--- src/core/psf_pkg.sv ---
// Constants for the synthesizer control and clock status flag block
// How it works
// - Multiplier write needs protect clear, synth selected
// - Accepted multiplier write clears settled, qualified
// - VCO equals two times reference times multiplier+1
// - Divider write gated; accepted write clears status
// - Reference is oscillator/(divider+1) or internal 1M
// - Oscillator off forces lowest loop filter range
// - Output divider write needs synth clock selected
// - Synth is VCO/(div+1) settled, else VCO/4
// - Bus clock is half synth when selected
// - Tick flag sets per period, write-one clears
// - Power-on flag set by power-on, write-one clears
// - Brown-out flag set by brownout or power-on
// - Settle-change flag sets on settled edge
// - Settled bit is read-only status
// - Bad-address flag sets on event, power-on clears
// - Osc-change flag sets on qualified change
// - Qualified cleared on full stop, gates CAN clock
// - Losing settle clears qualified except pseudo stop
// - Synth select forced when unqualified or full stop
package psf_pkg;
  localparam logic [3:0] ADDR_SYNTH_MULT = 4'h0;
  localparam logic [3:0] ADDR_REF_DIV    = 4'h1;
  localparam logic [3:0] ADDR_OUT_DIV    = 4'h2;
  localparam logic [3:0] ADDR_FLAGS      = 4'h3;
  localparam logic [3:0] ADDR_CTRL       = 4'h4;
  localparam logic [3:0] ADDR_RATIO      = 4'h5;
  // Multiplier register fields
  localparam int MULT_LSB = 0;
  localparam int MULT_W   = 6;
  localparam int VCOR_LSB = 6;
  // Reference and output divider register fields
  localparam int REFD_LSB = 0;
  localparam int REFD_W   = 4;
  localparam int REFR_LSB = 6;
  localparam int OUTD_W   = 5;
  // Flag bit positions
  localparam int FLG_TICK    = 7;
  localparam int FLG_POR     = 6;
  localparam int FLG_BROWN   = 5;
  localparam int FLG_SETCHG  = 4;
  localparam int FLG_SETTLED = 3;
  localparam int FLG_BADADR  = 2;
  localparam int FLG_OSCCHG  = 1;
  localparam int FLG_QUAL    = 0;
  // Control register bit positions
  localparam int CTL_WRITE_PROTECT_BIT = 0;
  localparam int CTL_SEL  = 1;
  localparam int CTL_EXT_OSC_ENABLE = 2;
  // Reset values
  localparam logic [7:0] RST_SYNTH_MULT = 8'h00;
  localparam logic [7:0] RST_REF_DIV    = 8'h00;
  localparam logic [4:0] RST_OUT_DIV    = 5'h03;
  localparam logic [1:0] REF_RANGE_LOW  = 2'h0;
  localparam logic [6:0] UNSETTLED_DIV  = 7'h04;
  localparam logic [6:0] BUS_RATIO      = 7'h02;
endpackage

--- src/core/psf_synth_status.sv ---
// Synthesizer control registers and clock status flags
//
// Local design decisions: the plain strobed port and the address map.
`timescale 1ns/100ps
`default_nettype none
module psf_synth_status
(
  // Clock and resets
  input  wire logic       i_clk,
  input  wire logic       i_resetn,
  input  wire logic       i_poweron,
  // Register port
  input  wire logic [3:0] i_addr,
  input  wire logic [7:0] i_wdata,
  input  wire logic       i_wr,
  input  wire logic       i_rd,
  output var  logic [7:0] o_rdata,
  // Events and status from the analog loop
  input  wire logic       i_tick_event,
  input  wire logic       i_brownout_event,
  input  wire logic       i_bad_address_event,
  input  wire logic       i_loop_in_tol,
  input  wire logic       i_osc_good,
  input  wire logic       i_full_stop,
  input  wire logic       i_pseudo_stop,
  // Loop settings out
  output var  logic [5:0] o_loop_multiplier,
  output var  logic [1:0] o_vco_range_sel,
  output var  logic [3:0] o_ref_divider,
  output var  logic [1:0] o_ref_range_eff,
  output var  logic [4:0] o_output_divider,
  output var  logic [6:0] o_synth_div_eff,
  output var  logic       o_ref_from_osc,
  output var  logic       o_synth_clock_select,
  output var  logic       o_can_osc_clk_en,
  output var  logic [3:0] o_irq_req
);
  typedef struct packed {
    logic [7:0] mult;
    logic [7:0] refd;
    logic [4:0] outd;
    logic       tick, por, brown, setchg, settled, badadr, oscchg, qual;
    logic       write_protect_bit, sel, ext_osc_enable;
    logic [2:0] irq_en;
    logic [7:0] rdata;
    logic [1:0] rre;    // Filter range actually applied
    logic [6:0] dive;   // Effective synth divide
    logic [3:0] irq;    // Interrupt requests
  } psf_state_type;

  psf_state_type r;
  psf_state_type next_r;

  // Write-one clear that loses to a simultaneous set
  function automatic logic sticky(input logic cur, input logic set, input logic clr);
    sticky = set | (cur & ~clr);
  endfunction

  logic wr_flags;
  logic gate_ok;
  logic loop_wr;
  logic new_settled;
  logic new_qual;
  logic [7:0] rd_mux;

  // Next state of all registers
  always_comb
  begin
    next_r   = r;
    wr_flags = i_wr && (i_addr == psf_pkg::ADDR_FLAGS);
    gate_ok  = ~r.write_protect_bit & r.sel;
    loop_wr  = i_wr && gate_ok &&
               (i_addr == psf_pkg::ADDR_SYNTH_MULT || i_addr == psf_pkg::ADDR_REF_DIV);
    if (i_wr && gate_ok && i_addr == psf_pkg::ADDR_SYNTH_MULT)
      next_r.mult = i_wdata;
    if (i_wr && gate_ok && i_addr == psf_pkg::ADDR_REF_DIV)
      next_r.refd = i_wdata;
    if (i_wr && r.sel && i_addr == psf_pkg::ADDR_OUT_DIV)
      next_r.outd = i_wdata[psf_pkg::OUTD_W-1:0];
    if (i_wr && i_addr == psf_pkg::ADDR_CTRL)
    begin
      next_r.write_protect_bit   = i_wdata[psf_pkg::CTL_WRITE_PROTECT_BIT];
      next_r.ext_osc_enable   = i_wdata[psf_pkg::CTL_EXT_OSC_ENABLE];
      next_r.irq_en = i_wdata[7:5];
      // Clearing select needs a qualified oscillator
      next_r.sel    = i_wdata[psf_pkg::CTL_SEL] | ~r.qual;
    end
    // Settled and qualified status; loop writes restart both
    new_settled = i_loop_in_tol & ~loop_wr;
    new_qual    = i_osc_good & ~loop_wr & ~i_full_stop;
    if (r.settled && !new_settled && !i_pseudo_stop)
      new_qual = 1'b0;
    next_r.settled = new_settled;
    next_r.qual    = new_qual;
    if (!new_qual || i_full_stop)
      next_r.sel = 1'b1;
    // Sticky flags, set dominates clear
    next_r.tick   = sticky(r.tick, i_tick_event,
                           wr_flags & i_wdata[psf_pkg::FLG_TICK]);
    next_r.por    = sticky(r.por, 1'b0, wr_flags & i_wdata[psf_pkg::FLG_POR]);
    next_r.brown  = sticky(r.brown, i_brownout_event,
                           wr_flags & i_wdata[psf_pkg::FLG_BROWN]);
    next_r.setchg = sticky(r.setchg, new_settled ^ r.settled,
                           wr_flags & i_wdata[psf_pkg::FLG_SETCHG]);
    next_r.badadr = sticky(r.badadr, i_bad_address_event,
                           wr_flags & i_wdata[psf_pkg::FLG_BADADR]);
    next_r.oscchg = sticky(r.oscchg, new_qual ^ r.qual,
                           wr_flags & i_wdata[psf_pkg::FLG_OSCCHG]);
    // Read mux, data one cycle later
    case (i_addr)
      psf_pkg::ADDR_SYNTH_MULT: rd_mux = r.mult;
      psf_pkg::ADDR_REF_DIV:    rd_mux = {r.refd[7:6], 2'b00, r.refd[3:0]};
      psf_pkg::ADDR_OUT_DIV:    rd_mux = {3'b000, r.outd};
      psf_pkg::ADDR_FLAGS:      rd_mux = {r.tick, r.por, r.brown, r.setchg,
                                          r.settled, r.badadr, r.oscchg, r.qual};
      psf_pkg::ADDR_CTRL:       rd_mux = {r.irq_en, 2'b00, r.ext_osc_enable, r.sel, r.write_protect_bit};
      psf_pkg::ADDR_RATIO:      rd_mux = {1'b0, psf_pkg::BUS_RATIO};
      default:                  rd_mux = 8'h00;
    endcase
    next_r.rdata = i_rd ? rd_mux : 8'h00;
    // Derived outputs registered so every output leaves a flip-flop
    next_r.rre  = next_r.ext_osc_enable ? next_r.refd[psf_pkg::REFR_LSB +: 2]
                              : psf_pkg::REF_RANGE_LOW;
    next_r.dive = next_r.settled ? {2'b00, next_r.outd} + 7'h01
                                 : psf_pkg::UNSETTLED_DIV;
    next_r.irq  = {next_r.tick & next_r.irq_en[2], next_r.setchg & next_r.irq_en[1],
                   next_r.oscchg & next_r.irq_en[0], 1'b0};
  end

  // State register; power-on sets the power-on and brown-out flags and clears the bad-address flag
  always_ff @(posedge i_clk or negedge i_resetn)
  begin
    if (!i_resetn)
    begin
      r      <= '0;
      r.mult <= psf_pkg::RST_SYNTH_MULT;
      r.refd <= psf_pkg::RST_REF_DIV;
      r.outd <= psf_pkg::RST_OUT_DIV;
      r.sel  <= 1'b1;
      r.write_protect_bit <= 1'b0;
      r.dive <= psf_pkg::UNSETTLED_DIV;
    end
    else if (i_poweron)
    begin
      r       <= next_r;
      r.por   <= 1'b1;
      r.brown <= 1'b1;
      r.badadr <= 1'b0;
    end
    else
      r <= next_r;
  end

  // Outputs straight from the state register
  assign o_rdata              = r.rdata;
  assign o_loop_multiplier    = r.mult[psf_pkg::MULT_LSB +: psf_pkg::MULT_W];
  assign o_vco_range_sel      = r.mult[psf_pkg::VCOR_LSB +: 2];
  assign o_ref_divider        = r.refd[psf_pkg::REFD_LSB +: psf_pkg::REFD_W];
  assign o_ref_from_osc       = r.ext_osc_enable;
  assign o_ref_range_eff      = r.rre;
  assign o_output_divider     = r.outd;
  assign o_synth_div_eff      = r.dive;
  assign o_synth_clock_select = r.sel;
  assign o_can_osc_clk_en     = r.qual;
  assign o_irq_req            = r.irq;
endmodule
`default_nettype wire

--- config.mk ---
export PLATFORM = sky130hd
export DESIGN_NAME = psf_synth_status
export DESIGN_NICKNAME = d
export VERILOG_FILES = /design/src/core/psf_pkg.sv /design/src/core/psf_synth_status.sv
export SDC_FILE = /design/constraint.sdc
export NUM_CORES = 1
export LEC_CHECK = 0
export ABC_AREA = 1
export BUFFER_PORTS_ARGS = -buffer_cell sky130_fd_sc_hd__buf_2
export CAP_MARGIN = 20
export CELL_PAD_IN_SITES_DETAIL_PLACEMENT = 0
export CELL_PAD_IN_SITES_GLOBAL_PLACEMENT = 1
export CORE_ASPECT_RATIO = 0.6
export CORE_MARGIN = 10
export CORE_UTILIZATION = 39
export CTS_CLUSTER_SIZE = 40
export DETAILED_ROUTE_END_ITERATION = 16
export PLACE_DENSITY_LB_ADDON = 0.1
export SKIP_LAST_GASP = 1
export SYNTH_ARGS = -nofsm -noshare
export SYNTH_HDL_FRONTEND = slang
export SYNTH_SLANG_ARGS = --single-unit
--- constraint.sdc ---
create_clock -name i_clk -period 2.06 [get_ports i_clk]
set_clock_uncertainty 0.15 [all_clocks]
set_input_delay 0.412 -clock i_clk [delete_from_list [all_inputs] [get_ports i_clk]]
set_output_delay 0.412 -clock i_clk [all_outputs]
set_load 0.05 [all_outputs]
==> results of run 1 <==
worst paths after layout:
check | from | endpoint | cells after the start
worst min-delay path | i_poweron | r[29] | 2
max in group asynchronous | i_resetn | o_output_divider[1] | 3
worst max-delay path | o_synth_clock_select | o_irq_req[1] | 13
worst max register to register | o_synth_clock_select | o_irq_req[1] | 13
worst min register to register | r[33] | r[33] | 2
min in group asynchronous | i_resetn | r[47] | 3
power groups by stage:
stage / registers [mW] / logic, mW / clock network (mW)
3_5_place_dp: 1.29 / 1.06 / 0
3_3_place_gp: 1.29 / 1.06 / 0
6_report: 1.27 / 1.07 / 0.588
4_1_cts: 1.27 / 1.06 / 0.608
2_1_floorplan: 1.29 / 0.931 / 0
5_1_grt: 1.29 / 1.15 / 0.643
timing repair:
item                                    4_1_cts  5_1_grt
resized for setup                             0        7
hold endpoints to repair                     48        0
setup buffers                                 0        5
endpoints found under the setup margin        0        3
hold buffers                                  1        0
cells by family (layout without fill, tap and decap cells):
logic type	Yosys count	in the layout	synth area share
adders and majority gates	2	2	0.009618
buffers and inverters	93	140	0.1953
and+or+nand+nor	108	108	0.1861
AOI/OAI and AO/OA	47	47	0.1020
xor gates and xnor gates	1	1	0.003368
other	1	2	0.001442
DFF	52	52	0.5022
layer usage:
| layer | up-vias | GRT usage | part of all wire |
|---|---|---|---|
| met5 | - | 0 | 0 |
| met4 | 0 | 0.02692 | 0.0059 |
| met3 | 5 | 0.03744 | 0.067 |
| met2 | 61 | 0.1563 | 0.37 |
| met1 | 944 | 0.2086 | 0.56 |
| li1 | 1007 | - | - |
worst reg2reg max path: stages (launching register included):
cell and delay, ns:
dfstp_2 0.59, nand2_4 0.08, nor2_4 0.12, inv_2 0.05, nor2_2 0.08, nor2_2 0.05
clkinv_2 0.05, ha_4 0.12, inv_2 0.03, nor2_2 0.08, nor3_2 0.04, nand2_1 0.11
xor2_1 0.19, a21oi_1 0.08
synth_stat cells, drive strengths merged (2+ instances only):
master	count	area (µm²)
nor2	26	125.1
nand2	61	234.0
o211ai	3	22.52
dfstp	4	105.1
o21ai	24	131.4
nand3	14	82.58
buf	43	319.0
nand4	5	31.28
inv	48	180.2
ha	2	25.02
dfrtp	48	1201
clkinv	2	8.750
a21oi	13	65.06
o22ai	6	37.54
cell type report:
| cell class | instances | area share |
|---|---|---|
| multi-input cells | 160 | 0.2747 |
| inverters | 50 | 0.06365 |
| repair buffers | 82 | 0.1591 |
| clock inverters | 2 | 0.005444 |
| clock buffers | 6 | 0.02429 |
| well taps | 84 | 0.03518 |
| flip-flops and latches | 52 | 0.4376 |
layout by cell type (no fill, tap or decap), drive strengths merged, types with 2 or more instances in the layout:
cell type,Yosys,final
conb,1,2
nand3,14,14
o21ai,24,24
o22ai,6,6
o211ai,3,3
buf,43,81
ha,2,2
nand2,61,61
inv,48,48
a21oi,13,13
dfstp,4,4
dfrtp,48,48
nand4,5,5
clkinv,2,3
clkbuf,0,6
nor2,26,26
state kept, by name, indices dropped and copies added (netlist names):
register / flops
o_ref_divider: 4
o_vco_range_sel: 2
o_rdata: 8
r: 13
o_synth_div_eff: 6
o_loop_multiplier: 6
o_ref_range_eff: 2
o_can_osc_clk_en: 1
o_ref_from_osc: 1
o_output_divider: 5
o_synth_clock_select: 1
o_irq_req: 3
==> impl_metrics.ini, run 1 <==
[run_status]
status = finished clean

[floorplanning]
start_util = 0.4145
die_x_um = 125.4
coreArea_um2 = 6276
core.rowCount = 22
die_h_um = 83.26
ioPinCount = 65
dieArea_um2 = 10440

[timing]
slew_violations = 0
finalHoldViolations = 0
finalHoldWorstSlack_ns = 0.1401
period_share = 0.9440
worst_slack_ns = 0.1154
setup_viol_count_final = 0
min_period_ns = 1.945
grt_setup_unrepaired = true
max_freq_mhz = 514.2
tns_ns = 0

[clocking]
numCtsBuffers = 5
clk_latency_ns = 0.31
tritoncts = yes
clock_sinks = 52
cts_buffer_depth = 2
clk_pin_slew_ns = 0.10
cts_root_buffer = clkbuf_8
htreeDepth = 2

[power]
switching_power_mw = 1.243
p_int_mw = 1.685
power.density_nw_per_um2 = 979.8
p_leak_nw = 1.555
swShare = 0.4245
seqPwrFrac = 0.435
p_total_mw = 2.928
p_comb_frac = 0.364
p_clk_frac = 0.201
worst_ir_drop_vdd_mv = 0.4118

[layout]
fill_cells = 661
fin_area_um2 = 2988
area_delta_synth_final_pct = 14.86
fin_util = 0.4761
multi_input_area_um2 = 820.8
nets = 377
n_antenna_cell = 0
layout.cells.non_filler = 436
seqCellArea_um2 = 1308
drive_above_1_share = 0.3267

[grt]
grt_pass1_vias = 2021
grt.overflow.total = 0
grt_pass1_wl_mm = 11.04
grt_max_degree = 53
antenna_found_initial = 0
grt_use_total = 0.1292

[job]
drv_cap = 0

[critical_path]
critPathMostFrequentCell = nor2_2
end_kind = flop
crit_slowest_cell = dfstp_2
cp-start-kind = flop
crit_family = flip-flops
critical_path_class = flop to flop
worst-path-buf-inv = 3
r2r_slack_ns = 0.12
crit_chain = nand2_4 -> nor2_4 -> inv_2 -> nor2_2 -> nor2_2 -> clkinv_2 -> ha_4 -> inv_2 -> nor2_2 -> nor3_2 -> nand2_1 -> xor2_1 -> a21oi_1
cpPeakStageDelay_ns = 0.59
cp_data_required_time_ns = 2.09
arrival_ns = 1.98
crit_fanout = 4

[place]
place.port_buffers = 62
globalplace.congestion = 0.7886
dpl.hpwl_mm = 5.418
pre_cts_ws_ns = -0.03000
place_area_um2 = 2825
dp_cells = 422

[yosys]
yosysWarnings = 0
seq_area_frac_synth = 0.5022
yosys_register_bits = 52
syn_avg_cell_area_um2 = 8.557
synth_edf_count = 0
ys.flop_type = dfrtp_1
synthArstFlopShare = 1.000
synthCells = 304
synth_area_um2 = 2601
synth_cell_types = 29

[routing]
first_iter_violations = 145
dr.pass1.iters = 5
routed-via-count = 2017
drc = 0
via_per_inst = 4.626
totalWireLength_mm = 6.922
wire_per_inst_um = 15.88
ant_nets = 0

[worst_hold_path]
hp-class = input port to flop
Power figures use the tool's default switching activity.
==> inputs of run 2 (changes only) <==
- CELL_PAD_IN_SITES_DETAIL_PLACEMENT: 0 -> unset
- CELL_PAD_IN_SITES_GLOBAL_PLACEMENT: 1 -> unset
- CORE_UTILIZATION: 39 -> 40
- PLACE_DENSITY_LB_ADDON: 0.1 -> unset
==> run 2 against run 1 <==
Effect of this change:
- utilization is 0.56 points higher
- clock power is 19% higher
- global-route usage is 0.37 points higher
- largest cell class unchanged
==> impl_metrics.ini, run 2 (synthesis gave the netlist of run 1 again) <==
[run_status]
status = finished clean

[power]
p_comb_frac = 0.348
seqPwrFrac = 0.421
p_total_mw = 3.029
p_int_mw = 1.798
swShare = 0.4064
p_clk_frac = 0.231
power.density_nw_per_um2 = 1011
p_leak_nw = 1.558
switching_power_mw = 1.231
worst_ir_drop_vdd_mv = 0.3816

[grt]
grt.overflow.total = 0
antenna_found_initial = 0
grt_pass1_wl_mm = 10.60
grt_pass1_vias = 1993
grt_max_degree = 32
grt_use_total = 0.1329

[clocking]
clock_sinks = 52
tritoncts = yes
cts_root_buffer = clkbuf_8
clk_latency_ns = 0.30
numCtsBuffers = 5
cts_buffer_depth = 2
htreeDepth = 2
clk_pin_slew_ns = 0.09

[layout]
area_delta_synth_final_pct = 15.20
fin_util = 0.4817
n_antenna_cell = 0
largest_register_ffs = 13
final_cell_mix = buf_2 (62), nand2_1 (59), dfrtp_1 (48)
layout_commonest_cell = buf_2
nets = 375
top_register = r
drive_above_1_share = 0.3257

[critical_path]
arrival_ns = 2.03
crit_slowest_cell = dfstp_2
cpPeakStageDelay_ns = 0.59
critPathMostFrequentCell = nor2_2
cp-start-kind = flop
cp_data_required_time_ns = 2.09
crit_fanout = 4
end_kind = flop
crit_family = flip-flops
crit_chain = nand2_4 -> nor2_4 -> inv_2 -> nor2_2 -> nor2_2 -> clkinv_2 -> ha_4 -> inv_2 -> nor2_2 -> nor3_2 -> nand2_1 -> xor2_1 -> a21oi_1
worst-path-buf-inv = 3
critical_path_class = flop to flop

[timing]
grt_setup_unrepaired = true
worstMarginPinSlew_ns = 0.5286
tns_ns = 0
finalHoldViolations = 0
min_period_ns = 1.993
setup_viol_count_final = 0
max_freq_mhz = 501.7
relSlewSlack = 0.6476
period_share = 0.9677
slew_violations = 0
finalHoldWorstSlack_ns = 0.1102

[floorplanning]
coreArea_um2 = 6221
ioPinCount = 65
dieArea_um2 = 10230
die_x_um = 124.1
die_h_um = 82.47
core.rowCount = 22
start_util = 0.4181

[routing]
via_per_inst = 4.629
first_iter_violations = 188
routed-via-count = 2009
dr.pass1.iters = 4
totalWireLength_mm = 6.744
ant_nets = 0
wire_per_inst_um = 15.54
drc = 0

[worst_hold_path]
hp-class = input port to flop

[place]
globalplace.congestion = 0.9170
dpl.hpwl_mm = 5.278
place.port_buffers = 62

[job]
drv_cap = 0
run 2: layout make-up:
type / count / area, µm²
Fill cell: 630 / 3224
Clock inverter: 3 / 42.54
Sequential cell: 52 / 1306
Timing Repair Buffer: 80 / 460.4
Inverter: 50 / 190.2
Tap cell: 84 / 105.1
Clock buffer: 5 / 68.82
Multi-Input combinational cell: 160 / 823.3
run 2: per-layer routing:
metal  share of wire  up-vias  track usage
li1                -      999            -
met1            0.48      928       0.2019
met2            0.40       80       0.1745
met3            0.11        2      0.04743
met4          0.0028        0      0.02403
met5               0        -            0
run 2: power groups by stage:
stage	clock network (mW)	registers, mW	logic [mW]
6_report	0.700	1.28	1.05
5_1_grt	0.759	1.30	1.14
4_1_cts	0.712	1.27	1.05
3_5_place_dp	0	1.29	1.05
3_3_place_gp	0	1.29	1.04
2_1_floorplan	0	1.29	0.931
run 2: final timing paths:
kind	from	endpoint	slack (ns)	cells after the start
setup / recovery	o_synth_clock_select	o_irq_req[1]	0.07	13
hold / removal	i_poweron	r[29]	0.11	2
setup reg to reg	o_synth_clock_select	o_irq_req[1]	0.07	13
hold reg to reg	r[32]	r[32]	0.36	2
max in group asynchronous	i_resetn	o_ref_divider[3]	0.76	3
min in group asynchronous	i_resetn	r[32]	0.46	2
run 2: stage by stage:
stage	worst slack (ns)	cell area, µm²	cells
after CTS	0.06650	2947	431
after global routing	-0.06045	2997	434
final	0.06660	2997	434
after floorplan	-0.01451	2611	305
after detailed placement	-0.03540	2825	422
after global placement	0.07185	2825	422
run 2: timing repair:
action / in CTS / in global routing
hold buffers: 1 / 0
buffers inserted: 0 / 3
setup endpoints to repair: 0 / 2
resized for setup: 0 / 7
endpoints found under the hold margin: 17 / 0
==> inputs of run 3 (changes only) <==
- HOLD_SLACK_MARGIN: unset -> 0.08
- SETUP_SLACK_MARGIN: unset -> 0.2
==> run 3 against run 2 <==
Effect of this change:
- clock-buffer cell count grew 1
- first-iteration DRC count grew 12%
- worst hold slack gained 0.016 ns
- global-route usage grew 0.66 points
- die area is the same
- wire length grew 5.9%
- fmax grew 0.44%
- sequential power is essentially flat
- non-clock buffer count grew 12
- register-to-register slack is essentially flat
- utilization grew 3.1 points
==> impl_metrics.ini, run 3 (synthesis gave the netlist of run 1 again) <==
[routing]
via_per_inst = 4.646
wire_per_inst_um = 16.02
totalWireLength_mm = 7.144
dr.pass1.iters = 4
drc = 0
ant_nets = 0
first_iter_violations = 210
routed-via-count = 2072

[grt]
grt.overflow.total = 0
grt_pass1_wl_mm = 10.94
grt_pass1_vias = 2088
grt_use_total = 0.1396
grt_max_degree = 30
antenna_found_initial = 0

[floorplanning]
coreArea_um2 = 6221
die_x_um = 124.1
die_h_um = 82.47
core.rowCount = 22
start_util = 0.4181
dieArea_um2 = 10230
ioPinCount = 65

[timing]
period_share = 0.9635
finalHoldViolations = 0
max_freq_mhz = 503.8
worstMarginPinSlew_ns = 0.5968
tns_ns = 0
relSlewSlack = 0.6022
slew_violations = 0
finalHoldWorstSlack_ns = 0.1263
min_period_ns = 1.985
setup_viol_count_final = 0
grt_setup_unrepaired = true
worst_slack_ns = 0.07526

[critical_path]
end_kind = flop
crit_fanout = 5
ff2ff_path_depth = 12
cp_data_required_time_ns = 2.12
critical_path_class = flop to flop
cp-start-kind = flop
arrival_ns = 2.04

[clocking]
numCtsBuffers = 5
cts_buffer_depth = 2
clock_sinks = 52
clk_pin_slew_ns = 0.10
htreeDepth = 2
tritoncts = yes
cts_root_buffer = clkbuf_8
clk_latency_ns = 0.30

[layout]
layout_commonest_cell = buf_2
fin_util = 0.5131
n_antenna_cell = 0
multi_input_area_um2 = 889.6
top_register = r
nets = 387
largest_register_ffs = 13
drive_above_1_share = 0.3757
fin_area_um2 = 3192
fill_cells = 627
seqCellArea_um2 = 1310
final_cell_mix = buf_2 (61), nand2_1 (52), dfrtp_1 (48)
area_delta_synth_final_pct = 22.70

[worst_hold_path]
hp-class = input port to flop
min_path_cells = 2

[power]
power.density_nw_per_um2 = 993.5
worst_ir_drop_vdd_mv = 0.4326
p_leak_nw = 1.645

[place]
dpl.hpwl_mm = 5.437
globalplace.congestion = 0.8519
place_area_um2 = 2850
place.port_buffers = 62
pre_cts_ws_ns = -0.01053

[job]
drv_cap = 0

[run_status]
status = finished clean
## run 3: cell types whose count changed in the layout (fill, tap and decap cells not counted), sizes merged
cell / previous run / this run
buf: 79 / 91
clkbuf: 5 / 6
clkinvlp: 1 / 0
## run 3: where the power goes
part / switching (mW) / internal, mW / leakage [nW]
Clock: 0.338 / 0.398 / 0.0614
Sequential: 0.0912 / 1.19 / 0.610
Combinational: 0.843 / 0.311 / 0.973
Total: 1.27 / 1.90 / 1.64
## run 3: layout make-up
type                    count  share of cell area
clock buffers               6             0.02587
clock inverters             2             0.01215
inverters                  50             0.06076
multi-input cells         160              0.2787
flip-flops and latches     52              0.4104
well taps                  84             0.03293
repair buffers             92              0.1791
## run 3: what timing repair did
action	4_1_cts	5_1_grt
buffers inserted	6	9
hold buffers	1	0
resized for setup	7	20
hold endpoints to repair	19	0
pin swaps	6	14
endpoints found under the setup margin	4	9
## run 3: metal layers
metal | GRT usage | share of wire | vias to the layer above
met5 | 0 | 0 | -
met2 | 0.1934 | 0.41 | 78
met3 | 0.04404 | 0.099 | 9
met4 | 0.03661 | 0.011 | 0
met1 | 0.2035 | 0.48 | 961
li1 | - | - | 1024
## run 3: final timing paths
| path | start | endpoint | slack [ns] |
|---|---|---|---|
| max reg2reg | o_synth_clock_select | o_synth_div_eff[4] | 0.08 |
| min reg2reg | r[32] | r[32] | 0.35 |
| min | i_poweron | r[29] | 0.13 |
| min in group asynchronous | i_resetn | o_synth_div_eff[4] | 0.49 |
| max | o_synth_clock_select | o_synth_div_eff[4] | 0.08 |
| max in group asynchronous | i_resetn | r[23] | 0.70 |
## run 3: per-stage QoR
stage / total power, mW / cells
5_1_grt: 3.345 / 446
3_3_place_gp: 2.341 / 422
4_1_cts: 3.127 / 437
2_1_floorplan: 2.223 / 305
3_5_place_dp: 2.356 / 422
6_report: 3.171 / 446
## run 3: worst max-delay path, cell delays in order, from the launching register on
cell	delay, ns
dfstp_4	0.64
nand2_4	0.06
buf_4	0.13
buf_6	0.11
clkinv_4	0.05
nand3_4	0.13
nand2_4	0.11
nand2_4	0.07
ha_4	0.18
nand3_2	0.09
nand2_1	0.05
o21ai_1	0.07
inv_1	0.05
